===== config.mk =====
export PLATFORM = sky130hd
export DESIGN_NAME = nbm_ext
export DESIGN_NICKNAME = d
export VERILOG_FILES = /design/src/nbm_pkg.sv /design/src/nbm_ext.sv
export SDC_FILE = /design/constraint.sdc
export NUM_CORES = 2
export LEC_CHECK = 0
export ABC_CLOCK_PERIOD_IN_PS = 5800
export BUFFER_PORTS_ARGS = -buffer_cell sky130_fd_sc_hd__buf_4
export CORE_MARGIN = 8
export CORE_UTILIZATION = 47
export DETAILED_ROUTE_END_ITERATION = 10
export HOLD_SLACK_MARGIN = 0.05
export PLACE_DENSITY_LB_ADDON = 0.2
export SYNTH_ARGS = -nofsm -noshare
export SYNTH_HDL_FRONTEND = slang
export SYNTH_SLANG_ARGS = --single-unit
export TNS_END_PERCENT = 100

===== constraint.sdc =====
create_clock -name clk_i -period 5.8 [get_ports clk_i]
set_input_delay 1.16 -clock clk_i [delete_from_list [all_inputs] [get_ports clk_i]]
set_output_delay 1.16 -clock clk_i [all_outputs]
set_load 0.01 [all_outputs]

===== src/nbm_pkg.sv =====
package nbm_pkg;
  // register indices; byte address on the bus is four times the index
  localparam logic [8:0] IDX_MODE_CFG = 9'h0F2;
  localparam logic [8:0] IDX_SLAVE_ADDR = 9'h0F3;
  localparam logic [8:0] IDX_SLAVE_MASK = 9'h0F4;
  localparam logic [8:0] IDX_BCAST_ADDR = 9'h0F5;
  localparam logic [8:0] IDX_IRQ_CTRL = 9'h0F6;
  localparam logic [8:0] IDX_IRQ_STATUS = 9'h0F7;
  localparam logic [8:0] IDX_EXT_CTRL = 9'h0F8;
  localparam logic [8:0] IDX_LINE_CTRL = 9'h0F9;
  localparam logic [8:0] IDX_TX_DATA = 9'h0FA;
  localparam logic [8:0] IDX_RX_DATA = 9'h0FB;
  localparam logic [8:0] IDX_FIFO_CTRL = 9'h0FC;
  localparam logic [8:0] IDX_FIFO_STATUS = 9'h0FD;

  // mode configuration bit positions
  localparam int CFG_AUTO_RX = 7;
  localparam int CFG_CMP_ONLY = 6;
  localparam int CFG_HOLD_SEL = 5;
  localparam int CFG_DIR_POL = 4;
  localparam int CFG_AUTO_TX = 3;
  localparam int CFG_ADDR_STORE = 2;
  localparam int CFG_DRV_SEL = 1;
  localparam int CFG_NINE_EN = 0;
  // interrupt control, status, extended control, line control, fifo control
  localparam int ICTL_TYPE = 1;
  localparam int ICTL_EN = 0;
  localparam int EXT_DEEP = 0;
  localparam int EXT_LVL_LO = 6;
  localparam logic [7:0] EXT_WMASK = 8'hC1;
  localparam int LINE_ADDR_FLAG = 0;
  localparam int LINE_RX_GATE = 1;
  localparam int FCTL_TRIG_LO = 6;

  // values after reset
  localparam logic [7:0] RST_MODE_CFG = 8'h00;
  localparam logic [7:0] RST_SLAVE_ADDR = 8'hFF;
  localparam logic [7:0] RST_SLAVE_MASK = 8'hFF;
  localparam logic [7:0] RST_BCAST_ADDR = 8'h02;
  localparam logic [1:0] RST_IRQ_CTRL = 2'h0;
  localparam logic RST_IRQ_STATUS = 1'b0;
  localparam logic [7:0] RST_EXT_CTRL = 8'h00;
  localparam logic [1:0] RST_LINE_CTRL = 2'h0;
  localparam logic [1:0] RST_FIFO_CTRL = 2'h0;

  // line timing
  localparam int CLK_HZ = 100_000_000;
  localparam int BAUD_HZ = 115_200;
  localparam logic [15:0] BIT_CYCLES = 16'(CLK_HZ / BAUD_HZ);
  localparam logic [15:0] HALF_CYCLES = 16'(CLK_HZ / BAUD_HZ / 2);

  // fifo depths and receive trigger levels, indexed {level mode, trigger bits}
  localparam logic [7:0] DEPTH_BASE = 8'h10;
  localparam logic [7:0] DEPTH_DEEP = 8'h80;
  localparam logic [7:0] RX_LEVEL_TABLE [0:15] = '{
    8'h01, 8'h04, 8'h08, 8'h0E, 8'h10, 8'h20, 8'h30, 8'h40,
    8'h50, 8'h58, 8'h60, 8'h68, 8'h70, 8'h74, 8'h78, 8'h7C};

  typedef enum logic [2:0] {TX_IDLE, TX_START, TX_DATA, TX_NINTH, TX_STOP, TX_HOLD} nbm_tx_t;
  typedef enum logic [2:0] {RX_IDLE, RX_START, RX_DATA, RX_NINTH, RX_STOP} nbm_rx_t;
endpackage : nbm_pkg


===== src/nbm_ext.sv =====
`timescale 1ns/1ps
// Contract
// RQ1: nine-bit enable clear gives a plain UART; set sends address/data flag as ninth bit.
// RQ2: auto receive off passes all bytes unchecked; on, address bytes are compared.
// RQ3: compare-only clear lets a compare update the receive gate; set leaves it alone.
// RQ4: direction is held one bit time after a frame, or two with hold-select set.
// RQ5: polarity clear drives direction high receiving, low sending; set inverts both.
// RQ6: auto transmit set clears the address-byte flag after an address byte is sent.
// RQ7: address-store clear drops received address bytes; set writes them into the FIFO.
// RQ8: driver-type set selects half duplex, driving direction to transmit while sending.
// RQ9: eight-bit writable slave address, reset to all ones.
// RQ10: eight-bit writable slave mask, reset to all ones.
// RQ11: eight-bit writable broadcast address, reset to 02h.
// RQ12: interrupt type clear fires on any address byte, set only on a match.
// RQ13: the interrupt output stays low while its enable bit is clear.
// RQ14: a status flag is set once the interrupt has fired and clear otherwise.
// RQ15: deep FIFO enable grows both FIFOs to 128 bytes, else base depth.
// RQ16: receive threshold chosen from level mode and FIFO trigger bits per table.
// RQ17: software writes zeros into reserved bits above the deep FIFO enable.
// RQ18: all registers return to defaults while the bus reset is asserted.
// RQ19: match means broadcast equality, or slave equality in bits the mask keeps.
// RQ20: a match opens the receive gate; a miss closes it until the next address.
module nbm_ext
  import nbm_pkg::*;
(
  input wire logic clk_i,
  input wire logic reset_n_i,
  input wire logic [10:0] avs_address_i,
  input wire logic avs_read_i,
  input wire logic avs_write_i,
  input wire logic [31:0] avs_writedata_i,
  input wire logic [3:0] avs_byteenable_i,
  output logic [31:0] avs_readdata_o,
  output logic avs_waitrequest_o,
  input wire logic serial_rx_i,
  output logic serial_tx_o,
  output logic request_to_send_o,
  output logic nine_bit_irq_o,
  output logic rx_level_reached_o
);

  // a mask bit of one keeps that bit position in the slave comparison
  function automatic logic addr_match(input logic [7:0] a, input logic [7:0] slave,
                                      input logic [7:0] mask, input logic [7:0] bcast);
    addr_match = (a == bcast) || (((a ^ slave) & mask) == 8'h00);
  endfunction : addr_match

  logic [7:0] cfg_q, cfg_d, slave_q, slave_d, mask_q, mask_d, bcast_q, bcast_d;
  logic [7:0] ext_q, ext_d;
  logic [1:0] ictl_q, ictl_d, line_q, line_d, fctl_q, fctl_d;
  logic stat_q, stat_d, ack_q, ack_d;
  logic [31:0] rdata_q, rdata_d;
  logic [8:0] idx;
  logic aligned, wr_hit, tx_push, rx_pop;
  nbm_tx_t tx_state_q, tx_state_d;
  logic [15:0] tx_cnt_q, tx_cnt_d, hold_len_q, hold_len_d;
  logic [7:0] tx_shift_q, tx_shift_d;
  logic [2:0] tx_idx_q, tx_idx_d;
  logic tx_ninth_q, tx_ninth_d, tx_hold_q, tx_hold_d, tx_line_q, tx_line_d;
  logic tx_bit_end, tx_pop, tx_addr_sent, rts_q, rts_d, dir_tx;
  nbm_rx_t rx_state_q, rx_state_d;
  logic [15:0] rx_cnt_q, rx_cnt_d;
  logic [7:0] rx_shift_q, rx_shift_d;
  logic [2:0] rx_idx_q, rx_idx_d;
  logic rx_ninth_q, rx_ninth_d, rx_meta_q, rx_sync_q, rx_deliver;
  logic rx_is_addr, rx_matched, rx_push;
  logic [7:0] tx_mem [0:127];
  logic [7:0] rx_mem [0:127];
  logic [7:0] tx_wr_q, tx_wr_d, tx_rd_q, tx_rd_d, rx_wr_q, rx_wr_d, rx_rd_q, rx_rd_d;
  logic [7:0] tx_count, rx_count, depth_cur, rx_level;
  logic tx_empty, tx_full, rx_empty, rx_full, lvl_q, lvl_d;

  // bus decode; misaligned or unknown addresses read zero and drop writes
  assign idx = avs_address_i[10:2];
  assign aligned = avs_address_i[1:0] == 2'b00;
  assign wr_hit = avs_write_i & ack_q & aligned & avs_byteenable_i[0];
  assign avs_waitrequest_o = (avs_read_i | avs_write_i) & ~ack_q;
  assign avs_readdata_o = rdata_q;
  assign nine_bit_irq_o = stat_q & ictl_q[ICTL_EN]; // RQ13

  // register file: every access takes one wait cycle, read data prepared in it
  always_comb
  begin
    cfg_d = cfg_q;
    slave_d = slave_q;
    mask_d = mask_q;
    bcast_d = bcast_q;
    ictl_d = ictl_q;
    stat_d = stat_q;
    ext_d = ext_q;
    line_d = line_q;
    fctl_d = fctl_q;
    rdata_d = rdata_q;
    ack_d = (avs_read_i | avs_write_i) & ~ack_q;
    tx_push = wr_hit & (idx == IDX_TX_DATA) & ~tx_full;
    rx_pop = avs_read_i & ack_q & aligned & (idx == IDX_RX_DATA) & ~rx_empty;
    if (avs_read_i & ~ack_q)
    begin
      rdata_d = 32'h0000_0000;
      if (aligned)
      begin
        case (idx)
          IDX_MODE_CFG: rdata_d[7:0] = cfg_q;
          IDX_SLAVE_ADDR: rdata_d[7:0] = slave_q;
          IDX_SLAVE_MASK: rdata_d[7:0] = mask_q;
          IDX_BCAST_ADDR: rdata_d[7:0] = bcast_q;
          IDX_IRQ_CTRL: rdata_d[1:0] = ictl_q;
          IDX_IRQ_STATUS: rdata_d[0] = stat_q;
          IDX_EXT_CTRL: rdata_d[7:0] = ext_q;
          IDX_LINE_CTRL: rdata_d[1:0] = line_q;
          // an empty read shows 100h, bit 8 set with zero data, never unwritten storage behind the pointer
          IDX_RX_DATA: rdata_d[8:0] = rx_empty ? 9'h100 : {1'b0, rx_mem[rx_rd_q[6:0]]};
          IDX_FIFO_CTRL: rdata_d[7:6] = fctl_q;
          IDX_FIFO_STATUS: rdata_d[15:0] = {rx_count, tx_count};
          default: rdata_d = 32'h0000_0000;
        endcase
      end
    end
    // hardware clear first so that a software set in the same cycle wins
    if (tx_addr_sent & cfg_q[CFG_AUTO_TX])
      line_d[LINE_ADDR_FLAG] = 1'b0; // RQ6
    if (wr_hit)
    begin
      case (idx)
        IDX_MODE_CFG: cfg_d = avs_writedata_i[7:0];
        IDX_SLAVE_ADDR: slave_d = avs_writedata_i[7:0]; // RQ9
        IDX_SLAVE_MASK: mask_d = avs_writedata_i[7:0]; // RQ10
        IDX_BCAST_ADDR: bcast_d = avs_writedata_i[7:0]; // RQ11
        IDX_IRQ_CTRL: ictl_d = avs_writedata_i[1:0];
        IDX_IRQ_STATUS: stat_d = avs_writedata_i[0];
        IDX_EXT_CTRL: ext_d = avs_writedata_i[7:0] & EXT_WMASK; // RQ17
        IDX_LINE_CTRL: line_d = avs_writedata_i[1:0];
        IDX_FIFO_CTRL: fctl_d = avs_writedata_i[7:6];
        default: ;
      endcase
    end
    // with auto receive on, the address compare result steers the receive gate unless compare-only
    if (rx_deliver & rx_is_addr & cfg_q[CFG_AUTO_RX] & ~cfg_q[CFG_CMP_ONLY])
      line_d[LINE_RX_GATE] = rx_matched; // RQ3 RQ20
    // the event sets the flag even against a clearing write
    if (rx_deliver & rx_is_addr & ictl_q[ICTL_EN] & (~ictl_q[ICTL_TYPE] | rx_matched))
      stat_d = 1'b1; // RQ12 RQ14
  end

  always_ff @(posedge clk_i or negedge reset_n_i)
  begin
    if (!reset_n_i)
    begin
      cfg_q <= RST_MODE_CFG; // RQ18
      slave_q <= RST_SLAVE_ADDR;
      mask_q <= RST_SLAVE_MASK;
      bcast_q <= RST_BCAST_ADDR;
      ictl_q <= RST_IRQ_CTRL;
      stat_q <= RST_IRQ_STATUS;
      ext_q <= RST_EXT_CTRL;
      line_q <= RST_LINE_CTRL;
      fctl_q <= RST_FIFO_CTRL;
      rdata_q <= 32'h0000_0000;
      ack_q <= 1'b0;
    end
    else
    begin
      cfg_q <= cfg_d;
      slave_q <= slave_d;
      mask_q <= mask_d;
      bcast_q <= bcast_d;
      ictl_q <= ictl_d;
      stat_q <= stat_d;
      ext_q <= ext_d;
      line_q <= line_d;
      fctl_q <= fctl_d;
      rdata_q <= rdata_d;
      ack_q <= ack_d;
    end
  end

  // fifo bookkeeping; pointers wrap at 256 so any depth up to 128 indexes cleanly
  assign depth_cur = ext_q[EXT_DEEP] ? DEPTH_DEEP : DEPTH_BASE; // RQ15
  assign tx_count = tx_wr_q - tx_rd_q;
  assign rx_count = rx_wr_q - rx_rd_q;
  assign tx_empty = tx_count == 8'h00;
  assign rx_empty = rx_count == 8'h00;
  assign tx_full = tx_count >= depth_cur;
  assign rx_full = rx_count >= depth_cur;
  assign rx_level = RX_LEVEL_TABLE[{ext_q[7:EXT_LVL_LO], fctl_q}]; // RQ16

  always_comb
  begin
    tx_wr_d = tx_wr_q + {7'h00, tx_push};
    tx_rd_d = tx_rd_q + {7'h00, tx_pop};
    rx_wr_d = rx_wr_q + {7'h00, rx_push};
    rx_rd_d = rx_rd_q + {7'h00, rx_pop};
    lvl_d = rx_count >= rx_level; // RQ16
  end

  always_ff @(posedge clk_i or negedge reset_n_i)
  begin
    if (!reset_n_i)
    begin
      tx_wr_q <= 8'h00;
      tx_rd_q <= 8'h00;
      rx_wr_q <= 8'h00;
      rx_rd_q <= 8'h00;
      lvl_q <= 1'b0;
    end
    else
    begin
      tx_wr_q <= tx_wr_d;
      tx_rd_q <= tx_rd_d;
      rx_wr_q <= rx_wr_d;
      rx_rd_q <= rx_rd_d;
      lvl_q <= lvl_d;
    end
  end
  assign rx_level_reached_o = lvl_q;

  // storage arrays carry no reset; contents are only read behind the pointers
  always_ff @(posedge clk_i)
  begin
    if (tx_push)
      tx_mem[tx_wr_q[6:0]] <= avs_writedata_i[7:0];
    if (rx_push)
      rx_mem[rx_wr_q[6:0]] <= rx_shift_q;
  end

  // transmitter: start, eight data, optional flag bit, stop, then direction hold
  assign tx_bit_end = tx_cnt_q == BIT_CYCLES - 16'h0001;
  assign dir_tx = cfg_q[CFG_DRV_SEL] & (tx_state_q != TX_IDLE); // RQ8

  always_comb
  begin
    tx_state_d = tx_state_q;
    tx_shift_d = tx_shift_q;
    tx_idx_d = tx_idx_q;
    tx_ninth_d = tx_ninth_q;
    tx_hold_d = tx_hold_q;
    tx_line_d = tx_line_q;
    tx_cnt_d = tx_bit_end ? 16'h0000 : tx_cnt_q + 16'h0001;
    hold_len_d = (tx_state_q == TX_HOLD) ? hold_len_q + 16'h0001 : 16'h0000;
    tx_pop = 1'b0;
    tx_addr_sent = 1'b0;
    unique case (tx_state_q)
      TX_IDLE:
      begin
        tx_cnt_d = 16'h0000;
        tx_line_d = 1'b1;
        if (!tx_empty)
        begin
          tx_pop = 1'b1;
          tx_shift_d = tx_mem[tx_rd_q[6:0]];
          tx_ninth_d = cfg_q[CFG_NINE_EN] & line_q[LINE_ADDR_FLAG]; // RQ1
          tx_line_d = 1'b0;
          tx_state_d = TX_START;
        end
      end
      TX_START:
        if (tx_bit_end)
        begin
          tx_idx_d = 3'h0;
          tx_line_d = tx_shift_q[0];
          tx_state_d = TX_DATA;
        end
      TX_DATA:
        if (tx_bit_end)
        begin
          tx_shift_d = {1'b0, tx_shift_q[7:1]};
          tx_idx_d = tx_idx_q + 3'h1;
          tx_line_d = tx_shift_q[1];
          if (tx_idx_q == 3'h7)
          begin
            // plain mode sends no flag bit at all
            tx_line_d = cfg_q[CFG_NINE_EN] ? tx_ninth_q : 1'b1; // RQ1
            tx_state_d = cfg_q[CFG_NINE_EN] ? TX_NINTH : TX_STOP;
          end
        end
      TX_NINTH:
        if (tx_bit_end)
        begin
          tx_line_d = 1'b1;
          tx_state_d = TX_STOP;
        end
      TX_STOP:
        if (tx_bit_end)
        begin
          tx_addr_sent = tx_ninth_q; // RQ6
          tx_hold_d = 1'b0;
          tx_state_d = TX_HOLD;
        end
      TX_HOLD:
        // keeps the transceiver turned round while the last stop bit settles
        if (tx_bit_end)
        begin
          tx_hold_d = 1'b1;
          if (tx_hold_q == cfg_q[CFG_HOLD_SEL] || tx_hold_q)
            tx_state_d = TX_IDLE; // RQ4
        end
      default: tx_state_d = TX_IDLE;
    endcase
    rts_d = cfg_q[CFG_DIR_POL] ? dir_tx : ~dir_tx; // RQ5
  end

  always_ff @(posedge clk_i or negedge reset_n_i)
  begin
    if (!reset_n_i)
    begin
      tx_state_q <= TX_IDLE;
      tx_cnt_q <= 16'h0000;
      hold_len_q <= 16'h0000;
      tx_shift_q <= 8'h00;
      tx_idx_q <= 3'h0;
      tx_ninth_q <= 1'b0;
      tx_hold_q <= 1'b0;
      tx_line_q <= 1'b1;
      rts_q <= 1'b1;
    end
    else
    begin
      tx_state_q <= tx_state_d;
      tx_cnt_q <= tx_cnt_d;
      hold_len_q <= hold_len_d;
      tx_shift_q <= tx_shift_d;
      tx_idx_q <= tx_idx_d;
      tx_ninth_q <= tx_ninth_d;
      tx_hold_q <= tx_hold_d;
      tx_line_q <= tx_line_d;
      rts_q <= rts_d;
    end
  end
  assign serial_tx_o = tx_line_q;
  assign request_to_send_o = rts_q;

  // receiver samples mid-bit; a bad stop bit drops the character silently
  assign rx_is_addr = cfg_q[CFG_NINE_EN] & rx_ninth_q;
  assign rx_matched = addr_match(rx_shift_q, slave_q, mask_q, bcast_q); // RQ19

  always_comb
  begin
    rx_state_d = rx_state_q;
    rx_shift_d = rx_shift_q;
    rx_idx_d = rx_idx_q;
    rx_ninth_d = rx_ninth_q;
    rx_cnt_d = rx_cnt_q + 16'h0001;
    rx_deliver = 1'b0;
    unique case (rx_state_q)
      RX_IDLE:
      begin
        rx_cnt_d = 16'h0000;
        if (!rx_sync_q)
        begin
          rx_ninth_d = 1'b0;
          rx_state_d = RX_START;
        end
      end
      RX_START:
        if (rx_cnt_q == HALF_CYCLES - 16'h0001)
        begin
          rx_cnt_d = 16'h0000;
          rx_idx_d = 3'h0;
          rx_state_d = rx_sync_q ? RX_IDLE : RX_DATA;
        end
      RX_DATA:
        if (rx_cnt_q == BIT_CYCLES - 16'h0001)
        begin
          rx_cnt_d = 16'h0000;
          rx_shift_d = {rx_sync_q, rx_shift_q[7:1]};
          rx_idx_d = rx_idx_q + 3'h1;
          if (rx_idx_q == 3'h7)
            rx_state_d = cfg_q[CFG_NINE_EN] ? RX_NINTH : RX_STOP; // RQ1
        end
      RX_NINTH:
        if (rx_cnt_q == BIT_CYCLES - 16'h0001)
        begin
          rx_cnt_d = 16'h0000;
          rx_ninth_d = rx_sync_q;
          rx_state_d = RX_STOP;
        end
      RX_STOP:
        if (rx_cnt_q == BIT_CYCLES - 16'h0001)
        begin
          rx_deliver = rx_sync_q;
          rx_state_d = RX_IDLE;
        end
      default: rx_state_d = RX_IDLE;
    endcase
    // address bytes stored only on request; with auto receive, data is dropped while the gate is closed
    if (rx_is_addr)
      rx_push = rx_deliver & cfg_q[CFG_ADDR_STORE] & ~rx_full; // RQ7
    else
      rx_push = rx_deliver & ~rx_full & (~cfg_q[CFG_NINE_EN] | ~cfg_q[CFG_AUTO_RX] |
                                         line_q[LINE_RX_GATE]); // RQ2 RQ20
  end

  always_ff @(posedge clk_i or negedge reset_n_i)
  begin
    if (!reset_n_i)
    begin
      rx_meta_q <= 1'b1;
      rx_sync_q <= 1'b1;
      rx_state_q <= RX_IDLE;
      rx_cnt_q <= 16'h0000;
      rx_shift_q <= 8'h00;
      rx_idx_q <= 3'h0;
      rx_ninth_q <= 1'b0;
    end
    else
    begin
      rx_meta_q <= serial_rx_i;
      rx_sync_q <= rx_meta_q;
      rx_state_q <= rx_state_d;
      rx_cnt_q <= rx_cnt_d;
      rx_shift_q <= rx_shift_d;
      rx_idx_q <= rx_idx_d;
      rx_ninth_q <= rx_ninth_d;
    end
  end

  // checks
  localparam logic [15:0] HOLD_ONE = BIT_CYCLES - 16'h0001;
  localparam logic [15:0] HOLD_TWO = BIT_CYCLES + BIT_CYCLES - 16'h0001;
endmodule : nbm_ext


### After elaboration in Yosys (flattened, before gate mapping)

Memories as Yosys holds them, arrays and structs flattened.
Index checks and enable logic that the tools add are counted.

* bits in registers: 175
* bits in latches: 0
* memory bits (writable): 2048
* bits in read-only memories: 128
* input port bits: 52
* output and inout bits: 37
* logic and storage cells: 246
* memories: 3

Memory list
* rx_mem: depth 128, bits a word 8, rd ports 1, clocked after memory_dff 0, wr ports 1, line nbm_ext.sv:68 `logic [7:0] rx_mem [0:127];`
* tx_mem: depth 128, bits a word 8, rd ports 1, clocked after memory_dff 0, wr ports 1, line nbm_ext.sv:67 `logic [7:0] tx_mem [0:127];`
* (name not given): depth 16, bits a word 8, rd ports 1, clocked after memory_dff 0, wr ports 0, line nbm_ext.sv:185 `assign rx_level = RX_LEVEL_TABLE[{ext_q[7:EXT_LVL_LO], fctl_q}];`

* add/sub/neg operators: 10
* multiply operators: 0
* div/mod/pow operators: 0
* $lt $le $gt $ge: 4
* eq/ne operators: 42
* shifts and indexed selects: 0
* mux-type cells: 74
* bitwise gates (word level): 42
* reductions and logical operators: 39

Operators with widths (number)
* 9-bit by 8-bit == test with 1-bit output (second input constant): 12
* 16-bit two-way mux: 5
* 3-bit two-way mux: 19
* 16-bit one-hot mux with 3 select lines: 1
* 8-bit two-way mux: 5
* 16-bit by 1-bit adder with 16-bit output (second input constant): 2
* 8-bit by 1-bit adder with 8-bit output: 4
* 16-bit by 10-bit == test with 1-bit output (second input constant): 2
* 1-bit two-way mux: 26
* 2-bit != test (second input constant): 13
* 1-bit AND: 25
* 8-bit greater-or-equal comparator: 3
* 8-bit logical NOT: 3
* 4-bit one-hot mux with 6 select lines: 1
* 2-bit AND reduction: 11
* 3-bit one-hot mux with 6 select lines: 1
* 2-bit nonzero test: 9
* 16-bit by 9-bit == test with 1-bit output (second input constant): 1
* 2-bit one-hot mux with 8 select lines: 1
* 8-bit one-hot mux with 2 select lines: 1
* 8-bit subtractor: 2
* 3-bit == test (second input constant): 5
* 3-bit one-hot mux with 5 select lines: 1
* 3-bit AND reduction: 5
* 29 further kinds: 53

### Longest topological paths before layout

* depth after elaboration: 8
* depth in mapped cells: 19
* depth with buffers taken out: 15

### Worst setup path after synthesis

OpenSTA, ideal clock, no wires.

* path type: register to register
* start: register rx_rd_q[1]
* end: memory rx_mem[100][0], enable pin
* setup time: 370 ps
* arrival: 4563 ps
* required time: 5430 ps
* path slack: 866 ps
* cell stages (with the launch flop): 17
* buffers on the path: 6
* period minus slack after synthesis: 4934 ps
* cells stage by stage: dfrtp_1 > buf_2 > buf_2 > buf_2 > buf_1 > clkbuf_1 > inv_1 > ha_1 > nor2b_1 > o211ai_1 > a32oi_1 > xnor2_1 > ha_1 > a2111oi_4 > nand4_4 > buf_6 > nor2_1

* cells in the longest elaborated chain, start to end: 8
* elaborated cells between the ends (all ways): 9
* those cells by class: 1 x add/sub; 1 x order compare; 3 x mux; 4 x bitwise

Ends and longest elaborated chain
* start, declared: line nbm_ext.sv:69 `logic [7:0] tx_wr_q, tx_wr_d, tx_rd_q, tx_rd_d, rx_wr_q, rx_wr_d, rx_rd_q, rx_rd_d;`
* start signal, assigned: line nbm_ext.sv:211 `rx_rd_q <= rx_rd_d;`
* 8-bit subtractor *: line nbm_ext.sv:180 `assign rx_count = rx_wr_q - rx_rd_q;`
* 8-bit greater-or-equal comparator *: line nbm_ext.sv:184 `assign rx_full = rx_count >= depth_cur;`
* 1-bit NOT *: line nbm_ext.sv:387, nbm_ext.sv:389
* 1-bit AND (2 in series): line nbm_ext.sv:389 `rx_push = rx_deliver & ~rx_full & (~cfg_q[CFG_NINE_EN] | ~cfg_q[CFG_AUTO_RX] |`
* 1-bit two-way mux *: line nbm_ext.sv:386 `if (rx_is_addr)`
* 1-bit two-way mux *: line nbm_ext.sv:222 `if (rx_push)`
* 1-bit two-way mux (implied by the code) *: line nbm_ext.sv:223 `rx_mem[rx_wr_q[6:0]] <= rx_shift_q;`
* end, declared: line nbm_ext.sv:68

Every way passes the cells marked *; elsewhere a longest branch is shown, timed or not.

### Final worst setup path

* start: register rx_rd_q[6]
* end: memory rx_mem[13][7], enable pin

The elaborated chain is that of the path after synthesis.

==> results.yml <==
layout:
  layout.cells.non_filler: 7465
  area_growth_pct: 11.0
  fillCellCount: 14850
  mostFrequentLayoutCells: "edfxtp_1 (2,048), mux4_2 (460), nor2_1 (417)"
  drive_gt1_share_pct: 21.3
  layout_commonest_cell: "edfxtp_1"
  fin_nets: 4883
worst_setup_path:
  crit_end: "rx_mem[13][7]$_DFFE_PP_"
  path_class: "flip-flop to flip-flop"
  crit_chain: "inv_1 > ha_1 > o21ai_0 > a32oi_1 > xnor2_1 > buf_4 > ha_1 > a2111oi_4 > buf_4 > nand4_4 > nor2_1"
  worst_path_largest_cell_delay_ps: 940
  crit_family: "simple AND/OR/NAND/NOR gates"
  cp_slowest_cell: "nor2_1"
  crit_cells: 11
  r2r_end: "rx_mem[13][7]$_DFFE_PP_"
  end_kind: "flip-flop"
  startpoint: "rx_rd_q[6]$_DFF_PN0_"
  ff2ff_path_depth: 11
  arrival_ps: 5380
  reg2reg_from: "rx_rd_q[6]$_DFF_PN0_"
  startpoint_type: "flip-flop"
  critPathBufInv: 3
  reg2reg_slack_ps: 880
  worstPathMaxFanout: 16
  required_ps: 6260
detailed_routing:
  routed_wl_um: 212000
  dr.pass1.iters: 5
  antenna_left: 0
  num_vias: 44548
  drc_errors: 0
  drtIter0Drc: 4026
  drt-wirelength-per-cell_um: 28.4
  vias_per_cell: 5.97
grt:
  grt.overflow.total: 0
  grt_usage_pct: 20.5
  grt_pass1_wl_um: 310000
  antenna_found_initial: 1
  grt_max_degree: 117
  grt_pass1_vias: 45008
sta:
  setup-tns-final_ps: 0
  max_slew_margin_pct: 21.8
  post-route-min-period_ps: 4920
  finalSetupViolations: 0
  max_freq_mhz: 203
  drv_slew: 0
  final_hold_viol_count: 0
  worstMarginPinSlew_ps: 1170
  final.period_utilization_pct: 84.9
  rsz0062_at_grt: "no"
  hold_slack_ps: 383
  skew_ps: 38.5
clock_network:
  numCtsBuffers: 208
  postCtsSetupBuffers: 0
  cts_tree: "yes"
  ctsHoldBuffers: 0
  clk_latency_ps: 850
  cts-root-buf: "clkbuf_16"
  ctsLongestPathBuffers: 3
  htree_num_levels: 4
  clk_pin_slew_ps: 60
  cts.sinks: 2207
  post_cts_resized: 0
power_and_ir_drop:
  ir_drop_mv: 0.395
  power.share.sequential_pct: 47.6
  p_leak_nw: 28.8
  p_switching_mw: 9.16
  sw_frac_of_total_pct: 25.0
  power_density_mw_per_mm2: 372
  pwr-share-clk_pct: 37.3
  intPower_mw: 27.5
  comb_power_share_pct: 15.0
yosys:
  ys_warn_count: 0
  synth_area_leaders: "edfxtp_1 (69%), mux4_2 (12%), dfrtp_1 (3.9%)"
  synth_cells: 4682
  async_flop_share_pct: 7.20
  seq_area_frac_synth_pct: 73.7
  yosysTopAreaCell: "edfxtp_1"
  syn_avg_cell_area_um2: 19.0
  synth-seq-cells: 2207
  synth_edf_count: 2048
  syn-cell-area_mm2: 0.0888
  ys.flop_type: "edfxtp_1"
  synth.distinct_cells: 97
  netlist.area_leader.share_pct: 69.2
placed_design:
  port_buffers: 45
  placed_cells: 7073
  dp_hpwl_um: 126000
  place_congestion: 0.825
die:
  fp-row-count: 159
  io_pins: 89
  start_util_pct: 47.3
  coreArea_mm2: 0.188
  die_x_um: 451
  die_area_mm2: 0.203
  dieHeight_um: 451
flow_run:
  cap_violations: 0
min_path:
  min_path_type: "flip-flop to flip-flop"
outcome:
  outcome: "finished clean"
[cell type report]
type	count	area [um2]	share of cell area (%)
Antenna cell	2	5.00	0.00507
Clock buffer	257	5480	5.56
Clock inverter	133	1370	1.39
Inverter	44	168	0.170
Multi-Input combinational cell	2181	21800	22.1
Sequential cell	2207	65600	66.5
Tap cell	2495	3120	3.16
Timing Repair Buffer	146	1170	1.19
[power by group through the flow]
| stage | sequential (mW) | combinational (mW) | clock [mW] |
|---|---|---|---|
| global route | 17.5 | 5.84 | 14.5 |
| detailed placement | 17.8 | 5.58 | 0 |
| CTS | 17.5 | 5.60 | 13.9 |
| finish | 17.5 | 5.51 | 13.7 |
| global placement | 17.8 | 5.56 | 0 |
| floorplan | 17.7 | 3.95 | 0 |
[metal layers]
metal  vias up  GRT usage, %  part of all wire, %
met5         -             0                 0.10
met4         2          6.71                  3.4
met3       347          2.82                  5.5
li1      19170             -                    -
met2      1474          33.5                   49
met1     23555          28.7                   42
[synthesized netlist by cell type (8+ instances only)]
cell,count
buf_2,31
nor2_1,418
a2111oi_0,10
clkbuf_1,126
xnor2_1,43
buf_4,55
a21oi_1,48
a31oi_1,30
xor2_1,36
nor2b_1,25
a22oi_1,29
nand2_1,190
buf_1,20
o221ai_1,18
or3_1,12
edfxtp_1,2048
a211oi_1,23
mux4_2,460
o21ai_0,76
mux2_2,54
dfstp_2,21
nor4_1,11
o22ai_1,22
ha_1,41
o211ai_1,14
mux2i_1,221
inv_1,40
a22o_1,21
nand4_1,17
nand2b_1,11
and3_1,12
dfrtp_1,138
o31a_1,8
buf_6,31
a221o_1,13
a21o_1,11
a221oi_1,65
nand3_1,61
nor2_2,8
nor3_1,40
[sequential cells by signal (all words and copies together) (netlist names), 8 cells and up]
name            cells
tx_shift_q          8
rx_shift_q          8
rx_cnt_q           16
mask_q              8
rx_mem           1024
tx_wr_q             8
tx_rd_q             8
cfg_q               8
tx_mem           1024
rx_wr_q             8
slave_q             8
rx_rd_q             8
bcast_q             8
avs_readdata_o     16
tx_cnt_q           16
[metrics by stage]
step | setup slack, ps | total power [mW] | util (%) | instance area, um2
2_1_floorplan | 866 | 21.7 | - | 88900
3_3_place_gp | 995 | 23.4 | 48.9 | 91800
3_5_place_dp | 954 | 23.4 | 48.9 | 91800
4_1_cts | 927 | 37.0 | 52.5 | 98600
5_1_grt | 734 | 37.8 | 52.5 | 98700
6_report | 877 | 36.7 | 52.5 | 98700
[worst min path at each step]
stage	startpoint	end	slack, ps	cells after the start
floorplan	rx_meta_q$_DFF_PN1_	rx_sync_q$_DFF_PN1_	350	0
global placement	rx_meta_q$_DFF_PN1_	rx_sync_q$_DFF_PN1_	370	0
detailed placement	rx_meta_q$_DFF_PN1_	rx_sync_q$_DFF_PN1_	370	0
CTS	rx_meta_q$_DFF_PN1_	rx_sync_q$_DFF_PN1_	380	0
global route	rx_meta_q$_DFF_PN1_	rx_sync_q$_DFF_PN1_	390	0
finish	rx_meta_q$_DFF_PN1_	rx_sync_q$_DFF_PN1_	380	0
[cell families after synthesis]
| group | after synthesis | synth area share [%] |
|---|---|---|
| other | 1 | 0.00422 |
| buffers and inverters | 309 | 1.86 |
| AND/OR/NAND/NOR | 867 | 4.54 |
| flip-flops | 2207 | 73.7 |
| AO/OA/AOI/OAI | 441 | 3.64 |
| XOR/XNOR | 79 | 0.779 |
| multiplexers | 735 | 14.8 |
| adder cells (fa/ha/maj) | 43 | 0.622 |
Power figures use the tool's default switching activity.
